--- config.mk ---
export PLATFORM = sky130hd
export DESIGN_NAME = ttec_top
export DESIGN_NICKNAME = d
export VERILOG_FILES = /design/src/rtl/ttec_pkg.sv /design/src/rtl/ttec_edge_detect.sv /design/src/rtl/ttec_top.sv
export SDC_FILE = /design/constraint.sdc
export NUM_CORES = 1
export LEC_CHECK = 0
export ABC_CLOCK_PERIOD_IN_PS = 1500
export BUFFER_PORTS_ARGS = -buffer_cell sky130_fd_sc_hd__buf_2
export CAP_MARGIN = 20
export CORE_UTILIZATION = 40
export DETAILED_ROUTE_END_ITERATION = 7
export GPL_TIMING_DRIVEN = 0
export PLACE_DENSITY = 0.86
export SLEW_MARGIN = 30
export SYNTH_ARGS = -nofsm -noshare
export SYNTH_HDL_FRONTEND = slang
export SYNTH_HIERARCHICAL = 1
export SYNTH_SLANG_ARGS = --single-unit
--- constraint.sdc ---
create_clock -name mclk_i -period 1.5 [get_ports mclk_i]
set_input_delay 0.225 -clock mclk_i [delete_from_list [all_inputs] [get_ports mclk_i]]
set_output_delay 0.225 -clock mclk_i [all_outputs]
set_load 0.1 [all_outputs]
--- src/rtl/ttec_pkg.sv ---
`default_nettype none
// ==========================================================
// register map and field layout
package ttec_pkg;
    localparam int ADDR_W = 8;
    localparam int DATA_W = 32;
    localparam logic [ADDR_W-1:0] TIMER_CTRL_OFS = 8'h00;
    localparam logic [ADDR_W-1:0] OUTPUT_CTRL_OFS = 8'h04;
    localparam logic [ADDR_W-1:0] PRESCALER_SEL_OFS = 8'h08;
    localparam logic [ADDR_W-1:0] EDGE_SEL_OFS = 8'h0c;
    localparam logic [ADDR_W-1:0] STATUS_OFS = 8'h10;
    // register select codes
    localparam logic [2:0] SEL_CTRL = 3'h0;
    localparam logic [2:0] SEL_OUT = 3'h1;
    localparam logic [2:0] SEL_PRESC = 3'h2;
    localparam logic [2:0] SEL_EDGE = 3'h3;
    localparam logic [2:0] SEL_STAT = 3'h4;
    localparam logic [2:0] SEL_NONE = 3'h7;
    // timer control fields
    localparam int CTRL_RUN_BIT = 0;
    localparam int CTRL_ONESHOT_BIT = 1;
    localparam int CTRL_EXTCLK_BIT = 2;
    localparam int CTRL_CLRSTART_BIT = 3;
    localparam int CTRL_CAPTURE_BIT = 4;
    // output control fields
    localparam int OC_ENABLE_BIT = 0;
    localparam int OC_SET_BIT = 1;
    localparam int OC_RESET_BIT = 2;
    localparam int OC_TRIG_BIT = 3;
    // status fields
    localparam int ST_EDGE_BIT = 0;
    localparam int ST_INPUT_BIT = 1;
    localparam int ST_LEVEL_BIT = 2;
    // edge select encoding
    localparam logic [1:0] EDGE_FALL = 2'h0;
    localparam logic [1:0] EDGE_RISE = 2'h1;
    localparam logic [1:0] EDGE_NONE = 2'h2;
    localparam logic [1:0] EDGE_BOTH = 2'h3;
    localparam int PRESC_W = 2;
    localparam int DIV_W = 3;
    localparam logic [1:0] RESP_OKAY = 2'h0;
    localparam logic [1:0] RESP_SLVERR = 2'h2;
    localparam logic [DATA_W-1:0] ZERO_WORD = 32'h0000_0000;
endpackage : ttec_pkg
`default_nettype wire

--- src/rtl/ttec_edge_detect.sv ---
`timescale 1ns/100ps
`default_nettype none
module ttec_edge_detect (
    // clock and reset
    input wire logic mclk_i,
    input wire logic rst_n_i,
    // control
    input wire logic enable_i,
    input wire logic [1:0] edge_sel_i,
    // pin
    input wire logic level_i,
    // detected edges
    output logic rise_o,
    output logic fall_o,
    output logic edge_o
);
    typedef struct packed {
        logic prev;
        logic rise;
        logic fall;
    } ttec_edge_state_t;

    ttec_edge_state_t s_r, s_nxt;
    logic rise_sel;
    logic fall_sel;

    // ==========================================================
    // level compare
    assign rise_sel = (edge_sel_i == ttec_pkg::EDGE_RISE) || (edge_sel_i == ttec_pkg::EDGE_BOTH);
    assign fall_sel = (edge_sel_i == ttec_pkg::EDGE_FALL) || (edge_sel_i == ttec_pkg::EDGE_BOTH);

    always_comb begin
        s_nxt = s_r;
        // stored level frozen while stopped, so enabling sees a change [RULE12]
        if (enable_i) begin
            s_nxt.prev = level_i;
        end
        s_nxt.rise = enable_i && rise_sel && level_i && !s_r.prev; // [RULE7] [RULE9]
        s_nxt.fall = enable_i && fall_sel && !level_i && s_r.prev; // [RULE8]
    end

    always_ff @(posedge mclk_i or negedge rst_n_i) begin
        if (!rst_n_i) begin
            s_r <= '0; // stored level resets low [RULE12]
        end else begin
            s_r <= s_nxt;
        end
    end

    assign rise_o = s_r.rise;
    assign fall_o = s_r.fall;
    assign edge_o = s_r.rise | s_r.fall;

    // ==========================================================
    // checks
    a_rise_at_enable: assert property (@(posedge mclk_i) disable iff (!rst_n_i) // [RULE7]
        enable_i && rise_sel && level_i && !s_r.prev |=> rise_o)
        else $error("rising edge missed at enable");
    a_fall_at_enable: assert property (@(posedge mclk_i) disable iff (!rst_n_i) // [RULE8]
        enable_i && fall_sel && !level_i && s_r.prev |=> fall_o)
        else $error("falling edge missed at enable");
    a_level_frozen: assert property (@(posedge mclk_i) disable iff (!rst_n_i) // [RULE12]
        !enable_i |=> $stable(s_r.prev))
        else $error("stored level moved while stopped");
    a_quiet_stopped: assert property (@(posedge mclk_i) disable iff (!rst_n_i) // [RULE9]
        !enable_i ##1 !enable_i |-> !edge_o)
        else $error("edge reported while stopped");
    c_rise_seen: cover property (@(posedge mclk_i) disable iff (!rst_n_i) !enable_i ##1 enable_i ##1 rise_o);
    c_fall_seen: cover property (@(posedge mclk_i) disable iff (!rst_n_i) !enable_i ##1 enable_i ##1 fall_o);
endmodule : ttec_edge_detect
`default_nettype wire

--- src/rtl/ttec_top.sv ---
// How it works
// RULE1: software sets the soft trigger only in one-shot pulse mode.
// RULE2: successive soft trigger writes are two count clocks apart at least.
// RULE3: with output disabled, enable, set and reset bits written in one byte.
// RULE4: with output enabled, set and reset may be written on their own.
// RULE5: timer stopped before prescaler selection is changed.
// RULE6: external edge as count clock excludes clear-start and capture on it.
// RULE7: input high at first enable after reset gives an immediate rising edge.
// RULE8: stopped high, enabled low gives an immediate falling edge.
// RULE9: stopped low, enabled high gives an immediate rising edge.
// RULE10: soft trigger bit clears itself and reads zero.
// RULE11: output level set and reset bits always read zero.
// RULE12: edges compare input with a stored level, reset low, frozen when stopped.
`timescale 1ns/100ps
`default_nettype none
module ttec_top (
    // clock and reset
    input wire logic mclk_i,
    input wire logic rst_n_i,
    // axi4-lite write address and data
    input wire logic s_axi_awvalid_i,
    output logic s_axi_awready_o,
    input wire logic [ttec_pkg::ADDR_W-1:0] s_axi_awaddr_i,
    input wire logic s_axi_wvalid_i,
    output logic s_axi_wready_o,
    input wire logic [ttec_pkg::DATA_W-1:0] s_axi_wdata_i,
    input wire logic [3:0] s_axi_wstrb_i,
    // axi4-lite write response
    output logic s_axi_bvalid_o,
    input wire logic s_axi_bready_i,
    output logic [1:0] s_axi_bresp_o,
    // axi4-lite read
    input wire logic s_axi_arvalid_i,
    output logic s_axi_arready_o,
    input wire logic [ttec_pkg::ADDR_W-1:0] s_axi_araddr_i,
    output logic s_axi_rvalid_o,
    input wire logic s_axi_rready_i,
    output logic [ttec_pkg::DATA_W-1:0] s_axi_rdata_o,
    output logic [1:0] s_axi_rresp_o,
    // pin
    input wire logic external_trigger_input_i,
    // to counter core
    output logic timer_run_o,
    output logic oneshot_mode_o,
    output logic count_tick_o,
    output logic oneshot_soft_trigger_o,
    output logic clear_start_o,
    output logic capture_o,
    output logic timer_output_enable_o,
    output logic output_level_o
);
    typedef struct packed {
        logic aw_got;
        logic w_got;
        logic [ttec_pkg::ADDR_W-1:0] awaddr;
        logic [ttec_pkg::DATA_W-1:0] wdata;
        logic [3:0] wstrb;
        logic bvalid;
        logic [1:0] bresp;
        logic rvalid;
        logic [ttec_pkg::DATA_W-1:0] rdata;
        logic [1:0] rresp;
        logic run;
        logic oneshot_mode;
        logic ext_clk;
        logic clr_start;
        logic cap_en;
        logic out_en;
        logic out_level;
        logic [ttec_pkg::PRESC_W-1:0] presc;
        logic [1:0] edge_sel;
        logic [ttec_pkg::DIV_W-1:0] div_cnt;
        logic trig;
        logic edge_flag;
    } ttec_state_t;

    ttec_state_t s_r, s_nxt;
    logic aw_hs, w_hs, ar_hs;
    logic edge_valid;
    logic presc_tick;
    logic [ttec_pkg::DIV_W-1:0] div_mask;

    // ==========================================================
    // helpers
    function automatic logic [2:0] ttec_reg_sel(input logic [ttec_pkg::ADDR_W-1:0] addr);
        case (addr)
            ttec_pkg::TIMER_CTRL_OFS: ttec_reg_sel = ttec_pkg::SEL_CTRL;
            ttec_pkg::OUTPUT_CTRL_OFS: ttec_reg_sel = ttec_pkg::SEL_OUT;
            ttec_pkg::PRESCALER_SEL_OFS: ttec_reg_sel = ttec_pkg::SEL_PRESC;
            ttec_pkg::EDGE_SEL_OFS: ttec_reg_sel = ttec_pkg::SEL_EDGE;
            ttec_pkg::STATUS_OFS: ttec_reg_sel = ttec_pkg::SEL_STAT;
            default: ttec_reg_sel = ttec_pkg::SEL_NONE;
        endcase
    endfunction : ttec_reg_sel

    // ==========================================================
    // edge detector on the pin
    ttec_edge_detect u_edge (
        .mclk_i(mclk_i),
        .rst_n_i(rst_n_i),
        .enable_i(s_r.run),
        .edge_sel_i(s_r.edge_sel),
        .level_i(external_trigger_input_i),
        .rise_o(),
        .fall_o(),
        .edge_o(edge_valid)
    );

    // ==========================================================
    // bus handshakes
    assign s_axi_awready_o = !s_r.aw_got && !s_r.bvalid;
    assign s_axi_wready_o = !s_r.w_got && !s_r.bvalid;
    assign s_axi_arready_o = !s_r.rvalid;
    assign aw_hs = s_axi_awvalid_i && s_axi_awready_o;
    assign w_hs = s_axi_wvalid_i && s_axi_wready_o;
    assign ar_hs = s_axi_arvalid_i && s_axi_arready_o;

    // prescaled tick: divide by 1, 2, 4 or 8
    assign div_mask = ttec_pkg::DIV_W'((1 << s_r.presc) - 1);
    assign presc_tick = (s_r.div_cnt & div_mask) == '0;

    // ==========================================================
    // next state
    always_comb begin
        s_nxt = s_r;
        s_nxt.trig = 1'b0;
        s_nxt.div_cnt = s_r.div_cnt + 1'b1;
        if (aw_hs) begin
            s_nxt.aw_got = 1'b1;
            s_nxt.awaddr = s_axi_awaddr_i;
        end
        if (w_hs) begin
            s_nxt.w_got = 1'b1;
            s_nxt.wdata = s_axi_wdata_i;
            s_nxt.wstrb = s_axi_wstrb_i;
        end
        if (s_r.bvalid && s_axi_bready_i) begin
            s_nxt.bvalid = 1'b0;
        end
        // write once both halves are held; all fields sit in byte lane 0
        if (s_r.aw_got && s_r.w_got) begin
            s_nxt.aw_got = 1'b0;
            s_nxt.w_got = 1'b0;
            s_nxt.bvalid = 1'b1;
            s_nxt.bresp = ttec_pkg::RESP_OKAY;
            case (ttec_reg_sel(s_r.awaddr))
                ttec_pkg::SEL_CTRL: begin
                    if (s_r.wstrb[0]) begin
                        s_nxt.run = s_r.wdata[ttec_pkg::CTRL_RUN_BIT];
                        s_nxt.oneshot_mode = s_r.wdata[ttec_pkg::CTRL_ONESHOT_BIT];
                        s_nxt.ext_clk = s_r.wdata[ttec_pkg::CTRL_EXTCLK_BIT];
                        s_nxt.clr_start = s_r.wdata[ttec_pkg::CTRL_CLRSTART_BIT];
                        s_nxt.cap_en = s_r.wdata[ttec_pkg::CTRL_CAPTURE_BIT];
                    end
                end
                ttec_pkg::SEL_OUT: begin
                    // set and reset act in any enable state, one byte write or alone [RULE4]
                    if (s_r.wstrb[0]) begin
                        s_nxt.out_en = s_r.wdata[ttec_pkg::OC_ENABLE_BIT];
                        if (s_r.wdata[ttec_pkg::OC_SET_BIT]) begin
                            s_nxt.out_level = 1'b1;
                        end else if (s_r.wdata[ttec_pkg::OC_RESET_BIT]) begin
                            s_nxt.out_level = 1'b0;
                        end
                        // one-cycle strobe, never stored [RULE10]
                        s_nxt.trig = s_r.wdata[ttec_pkg::OC_TRIG_BIT];
                    end
                end
                ttec_pkg::SEL_PRESC: begin
                    if (s_r.wstrb[0]) begin
                        s_nxt.presc = s_r.wdata[ttec_pkg::PRESC_W-1:0];
                    end
                end
                ttec_pkg::SEL_EDGE: begin
                    if (s_r.wstrb[0]) begin
                        s_nxt.edge_sel = s_r.wdata[1:0];
                    end
                end
                ttec_pkg::SEL_STAT: begin
                    if (s_r.wstrb[0] && s_r.wdata[ttec_pkg::ST_EDGE_BIT]) begin
                        s_nxt.edge_flag = 1'b0;
                    end
                end
                default: begin
                    s_nxt.bresp = ttec_pkg::RESP_SLVERR;
                end
            endcase
        end
        // a new edge beats a clear in the same cycle
        if (edge_valid) begin
            s_nxt.edge_flag = 1'b1;
        end
        if (s_r.rvalid && s_axi_rready_i) begin
            s_nxt.rvalid = 1'b0;
        end
        if (ar_hs) begin
            s_nxt.rvalid = 1'b1;
            s_nxt.rresp = ttec_pkg::RESP_OKAY;
            s_nxt.rdata = ttec_pkg::ZERO_WORD;
            case (ttec_reg_sel(s_axi_araddr_i))
                ttec_pkg::SEL_CTRL: begin
                    s_nxt.rdata[ttec_pkg::CTRL_RUN_BIT] = s_r.run;
                    s_nxt.rdata[ttec_pkg::CTRL_ONESHOT_BIT] = s_r.oneshot_mode;
                    s_nxt.rdata[ttec_pkg::CTRL_EXTCLK_BIT] = s_r.ext_clk;
                    s_nxt.rdata[ttec_pkg::CTRL_CLRSTART_BIT] = s_r.clr_start;
                    s_nxt.rdata[ttec_pkg::CTRL_CAPTURE_BIT] = s_r.cap_en;
                end
                ttec_pkg::SEL_OUT: begin
                    // set, reset and trigger bits are left at zero [RULE10] [RULE11]
                    s_nxt.rdata[ttec_pkg::OC_ENABLE_BIT] = s_r.out_en;
                end
                ttec_pkg::SEL_PRESC: begin
                    s_nxt.rdata[ttec_pkg::PRESC_W-1:0] = s_r.presc;
                end
                ttec_pkg::SEL_EDGE: begin
                    s_nxt.rdata[1:0] = s_r.edge_sel;
                end
                ttec_pkg::SEL_STAT: begin
                    s_nxt.rdata[ttec_pkg::ST_EDGE_BIT] = s_r.edge_flag;
                    s_nxt.rdata[ttec_pkg::ST_INPUT_BIT] = external_trigger_input_i;
                    s_nxt.rdata[ttec_pkg::ST_LEVEL_BIT] = s_r.out_level;
                end
                default: begin
                    s_nxt.rresp = ttec_pkg::RESP_SLVERR;
                end
            endcase
        end
    end

    always_ff @(posedge mclk_i or negedge rst_n_i) begin
        if (!rst_n_i) begin
            s_r <= '0;
        end else begin
            s_r <= s_nxt;
        end
    end

    // ==========================================================
    // outputs
    assign s_axi_bvalid_o = s_r.bvalid;
    assign s_axi_bresp_o = s_r.bresp;
    assign s_axi_rvalid_o = s_r.rvalid;
    assign s_axi_rdata_o = s_r.rdata;
    assign s_axi_rresp_o = s_r.rresp;
    assign timer_run_o = s_r.run;
    assign oneshot_mode_o = s_r.oneshot_mode;
    // no gating by mode or spacing: software keeps those [RULE1] [RULE2]
    assign oneshot_soft_trigger_o = s_r.trig;
    assign count_tick_o = s_r.run && (s_r.ext_clk ? edge_valid : presc_tick);
    // pin edge is not reused when it already clocks the counter [RULE6]
    assign clear_start_o = s_r.run && s_r.clr_start && !s_r.ext_clk && edge_valid;
    assign capture_o = s_r.run && s_r.cap_en && !s_r.ext_clk && edge_valid;
    assign timer_output_enable_o = s_r.out_en;
    assign output_level_o = s_r.out_level;

    // ==========================================================
    // checks
    a_trig_self_clear: assert property (@(posedge mclk_i) disable iff (!rst_n_i) // [RULE10]
        oneshot_soft_trigger_o |=> !oneshot_soft_trigger_o)
        else $error("soft trigger held longer than one cycle");
    a_out_reads_zero: assert property (@(posedge mclk_i) disable iff (!rst_n_i) // [RULE11]
        ar_hs && s_axi_araddr_i == ttec_pkg::OUTPUT_CTRL_OFS |=>
        s_axi_rvalid_o && s_axi_rdata_o[ttec_pkg::OC_TRIG_BIT:ttec_pkg::OC_SET_BIT] == 3'h0)
        else $error("set, reset or trigger bit read as one");
    a_level_set_alone: assert property (@(posedge mclk_i) disable iff (!rst_n_i) // [RULE4]
        s_r.aw_got && s_r.w_got && s_r.awaddr == ttec_pkg::OUTPUT_CTRL_OFS && s_r.wstrb[0] &&
        s_r.wdata[ttec_pkg::OC_SET_BIT] |=> output_level_o && s_axi_bvalid_o)
        else $error("output level set not taken");
    a_trig_from_write: assert property (@(posedge mclk_i) disable iff (!rst_n_i) // [RULE10]
        oneshot_soft_trigger_o |-> $past(s_r.aw_got) && $past(s_r.w_got)
        && $past(s_r.awaddr) == ttec_pkg::OUTPUT_CTRL_OFS)
        else $error("soft trigger without a write");
    c_trig_written: cover property (@(posedge mclk_i) disable iff (!rst_n_i) oneshot_soft_trigger_o);
    c_ext_count: cover property (@(posedge mclk_i) disable iff (!rst_n_i) s_r.ext_clk && count_tick_o);
endmodule : ttec_top
`default_nettype wire

==> results summary <==
The final count of negative-setup-slack endpoints came out at 15. Clock-pin slew was measured on the worst setup and hold paths at ~0.080 ns. Once placement finished, the instance area stood at 2810 µm². The global-route wire length before repair came out at 7.33 mm. The run finished, with violations left. On the critical path the largest part of the delay comes from simple AND/OR/NAND/NOR gates.

The total via count in the routed design came out at 1649. The max-slew violation count is 0. The final routed wirelength across all metal layers is around 4.6 mm. The worst IR drop on VDD came out at between 1.5 and 2 mV.

The global-route congestion overflow total came out at 0. The number of design-rule violations left by the first detailed-router iteration is 95. The width of the die is 77.1 µm. For this run, the top clock speed supported by timing is 562 MHz.

The number of register bits inferred by synthesis came out at 44. The maximum fanout encountered on the critical timing path is 2. The slew at the pin with the worst max-slew slack is 0.545 ns. The row count is 26. The library cell used most frequently in the layout, excluding fill and tap cells, is buf_4.

The stage delay of the slowest cell on the critical path is 0.42 ns. The number of buffers inserted during clock tree synthesis came out at 5. The share of the cycle needed by the critical path after routing is 119%. After synthesis, the largest family of logic cells by area is buffers and inverters. The root buffer selected by CTS is clkbuf_8. The final RePlAce weighted congestion is 0.816. The number of vias per cell after detailed routing came out at 4.48. The count of unique library cells instantiated by Yosys is 38. The area fraction in compound gates after synthesis came out at 7.94%. The cell leakage power came out at 1.62 nW.

The min-delay analysis places its worst path in the category primary input to flip-flop. The die extent in y is 77.1 µm. The minimum clock period is 1.78 ns. In this run, synthesis inferred 0 flip-flops with an integrated enable.

The count of nets left with antenna violations once routing finished came out at 0. The final reports fail on negative setup slack. The flip-flop cell with the highest count after synthesis is dfrtp_1. The worst-case headroom to the max-slew limit is 63.6%. The fraction of final layout cells with drive strength greater than 1 came out at 50.0%. The post-synthesis simple-gate area fraction came out at around 14%. The count of cells along the worst hold path is 2. The signal on the critical path passes through nor4_4, nand3_2, buf_6, nor4b_4, mux2_4. The endpoint of the most critical register-to-register path is s_r[8].

The number of nets in the finished design came out at 360. The worst slack after detailed placement is -0.365 ns. The final worst clock skew is 0.00500 ns. The portion of synthesized area spent on multiplexers is 12.4%. The worst register-to-register path begins at s_r[96].

Summing all non-filler instances in the final layout gives an area of 3090 µm². The number of antenna violations at the first check in global routing is 0. The post-detailed-route DRC marker count is 0.

The clock latency of the later-clocked register in the worst-skew pair came out at 0.30 ns. The layout has 438 filler cells. Leaving out fill and tap cells, the most frequent cells in the layout are buf_4, buf_2, dfrtp_1, conb_1, nand2_1. TritonCTS built the clock tree.

The count of port buffers added during placement came out at 48. The diode insertion count for antenna repair came out at 0. In this run the register-to-register setup slack is -0.28 ns. The depth of the worst register-to-register path came out at 5. The synthesized netlist devotes less than 1% of its cell area to XOR and XNOR gates.

The worst hold path terminates at s_axi_bvalid_o. The startpoint-to-endpoint class of the critical path is flip-flop to flip-flop. The die covers 5940 µm². The standard cell core area is 5270 µm². The tool flagged a number of max-cap violations equal to 0.

Setup repair after global routing could not meet its margin everywhere. The total number of clock tree sinks came out at 44. The longest clock path from root to sink contains 2 buffers.

Across all setup checks in the final design, the least slack found is -0.281 ns. The maximum number of pins on one net before global-route repair is 45. STA classifies the critical path startpoint as a flip-flop. The starting utilization of the core area is 42.8%. The average wire per cell in the routed design came out at 12.4 µm. The first-pass iteration count of the detailed router came out at 4. The number of global-route vias before repair is 1584. The area of the mapped netlist is 2250 µm². The critical path arrival came out at 1.96 ns. The worst setup path is captured at a flip-flop. The all-layer global routing usage is 15.9%. Synthesis produced a netlist whose cell count is 203. The average instance in the mapped netlist occupies roughly 11 µm². The sum of net half-perimeters after detailed placement came out at 3.29 mm. Counting both buffers and inverters, the worst setup path holds a total of 1.

The async set-reset flop share out of synthesis came out at 100%. In this run the number of cells on the critical path is 5. Pin placement for this block handled around 110 I/O pins. For this run, the register share of the synthesized area comes to 48.9%. The area growth from synthesis to final layout came out at 37.3%.

The final number of hold-violating endpoints is 0. Dividing total power by cell area gives a power density of 1600 nW/µm². The share of synthesized cell area in full adder, half adder and majority cells came out at under 10%. The worst hold path begins at s_axi_bready_i.

The H-tree was split into 2 levels. The data required time of the worst path is 1.68 ns. On the critical path, the stage with the largest delay is an instance of dfrtp_1. The total number of yosys warnings is 6.
## worst max-delay path by stage
stage | from | to | slack (ns)
6_report | s_r[96] | s_r[8] | -0.28
4_1_cts | s_r[96] | s_r[11] | -0.32
5_1_grt | s_r[96] | s_r[8] | -0.35
2_1_floorplan | s_axi_bvalid_o | s_r[54] | -0.48
3_5_place_dp | s_r[90] | timer_run_o | -0.36
3_3_place_gp | s_r[90] | timer_run_o | -0.36
## stage by stage
step / util, % / hold WS (ns) / instances / power [mW] / TNS, ns
finish: 58.7 / 0.101 / 368 / 4.94 / -2.14
CTS: 57.2 / 0.0878 / 361 / 4.92 / -2.71
floorplan: - / -0.0706 / 231 / 3.66 / -9.21
global route: 58.7 / 0.0938 / 368 / 5.18 / -3.25
detailed placement: 53.3 / 0.402 / 349 / 4.03 / -2.30
global placement: 53.3 / 0.398 / 349 / 3.95 / -2.14
## synthesized netlist by cell type (all sizes together), types with 3 or more instances
master  instances  area (µm²)
buf            38         280
ha              3        37.5
and2            4        26.3
a21oi           3        15.0
dfrtp          44        1100
a21o            3        22.5
nand2          16        60.1
o41ai           3        26.3
nor4            3        48.8
and4b           4        40.0
mux2           23         259
inv            12        45.0
nor2            7        26.3
o21ai          10        50.0
clkbuf          3        11.3
nor3            5        30.0
## state kept, by name (all words and copies together) (netlist names)
signal,count
s_axi_rdata_o,5
s_axi_rvalid_o,1
s_r,27
oneshot_mode_o,1
timer_output_enable_o,1
output_level_o,1
timer_run_o,1
u_edge/s_r,1
s_axi_rresp_o,1
s_axi_bvalid_o,1
u_edge/fall_o,1
s_axi_bresp_o,1
oneshot_soft_trigger_o,1
u_edge/rise_o,1
## layer usage
metal | up-vias | track usage [%] | part of all wire, %
met2 | 73 | 26.1 | 47
met1 | 753 | 20.1 | 45
met4 | 0 | 5.47 | 0.39
li1 | 821 | - | -
met3 | 2 | 4.29 | 7.2
met5 | - | 0 | 0
## kinds of logic (layout without fill, tap and decap cells)
group / Yosys count / after routing
AND/OR/NAND/NOR: 49 / 49
buffers and inverters: 53 / 120
AO/OA/AOI/OAI: 27 / 27
other: 1 / 29
XOR/XNOR: 1 / 1
multiplexers: 25 / 25
flip-flops: 44 / 44
adder cells (fa/ha/maj): 3 / 3
## report_power, final
part | switching [mW] | internal, mW
Clock | 0.394 | 0.421
Combinational | 1.47 | 0.748
Sequential | 0.391 | 1.51
## cell type report
class | count | area (µm²) | area share, %
buffer | 41 | 318 | 10.3
multi-input combinational | 134 | 1040 | 33.7
tap | 70 | 87.6 | 2.83
clock buffer | 8 | 100 | 3.24
sequential | 44 | 1110 | 35.9
inverter | 12 | 48.8 | 1.58
timing repair buffer | 59 | 388 | 12.5
## what timing repair did
action,4_1_cts,5_1_grt
gates resized for setup,23,4
buffers inserted,4,6
hold endpoints to repair,0,44
endpoints found under the setup margin,17,15
hold buffers,0,1
pin swaps,4,6
Power figures use the tool's default switching activity.
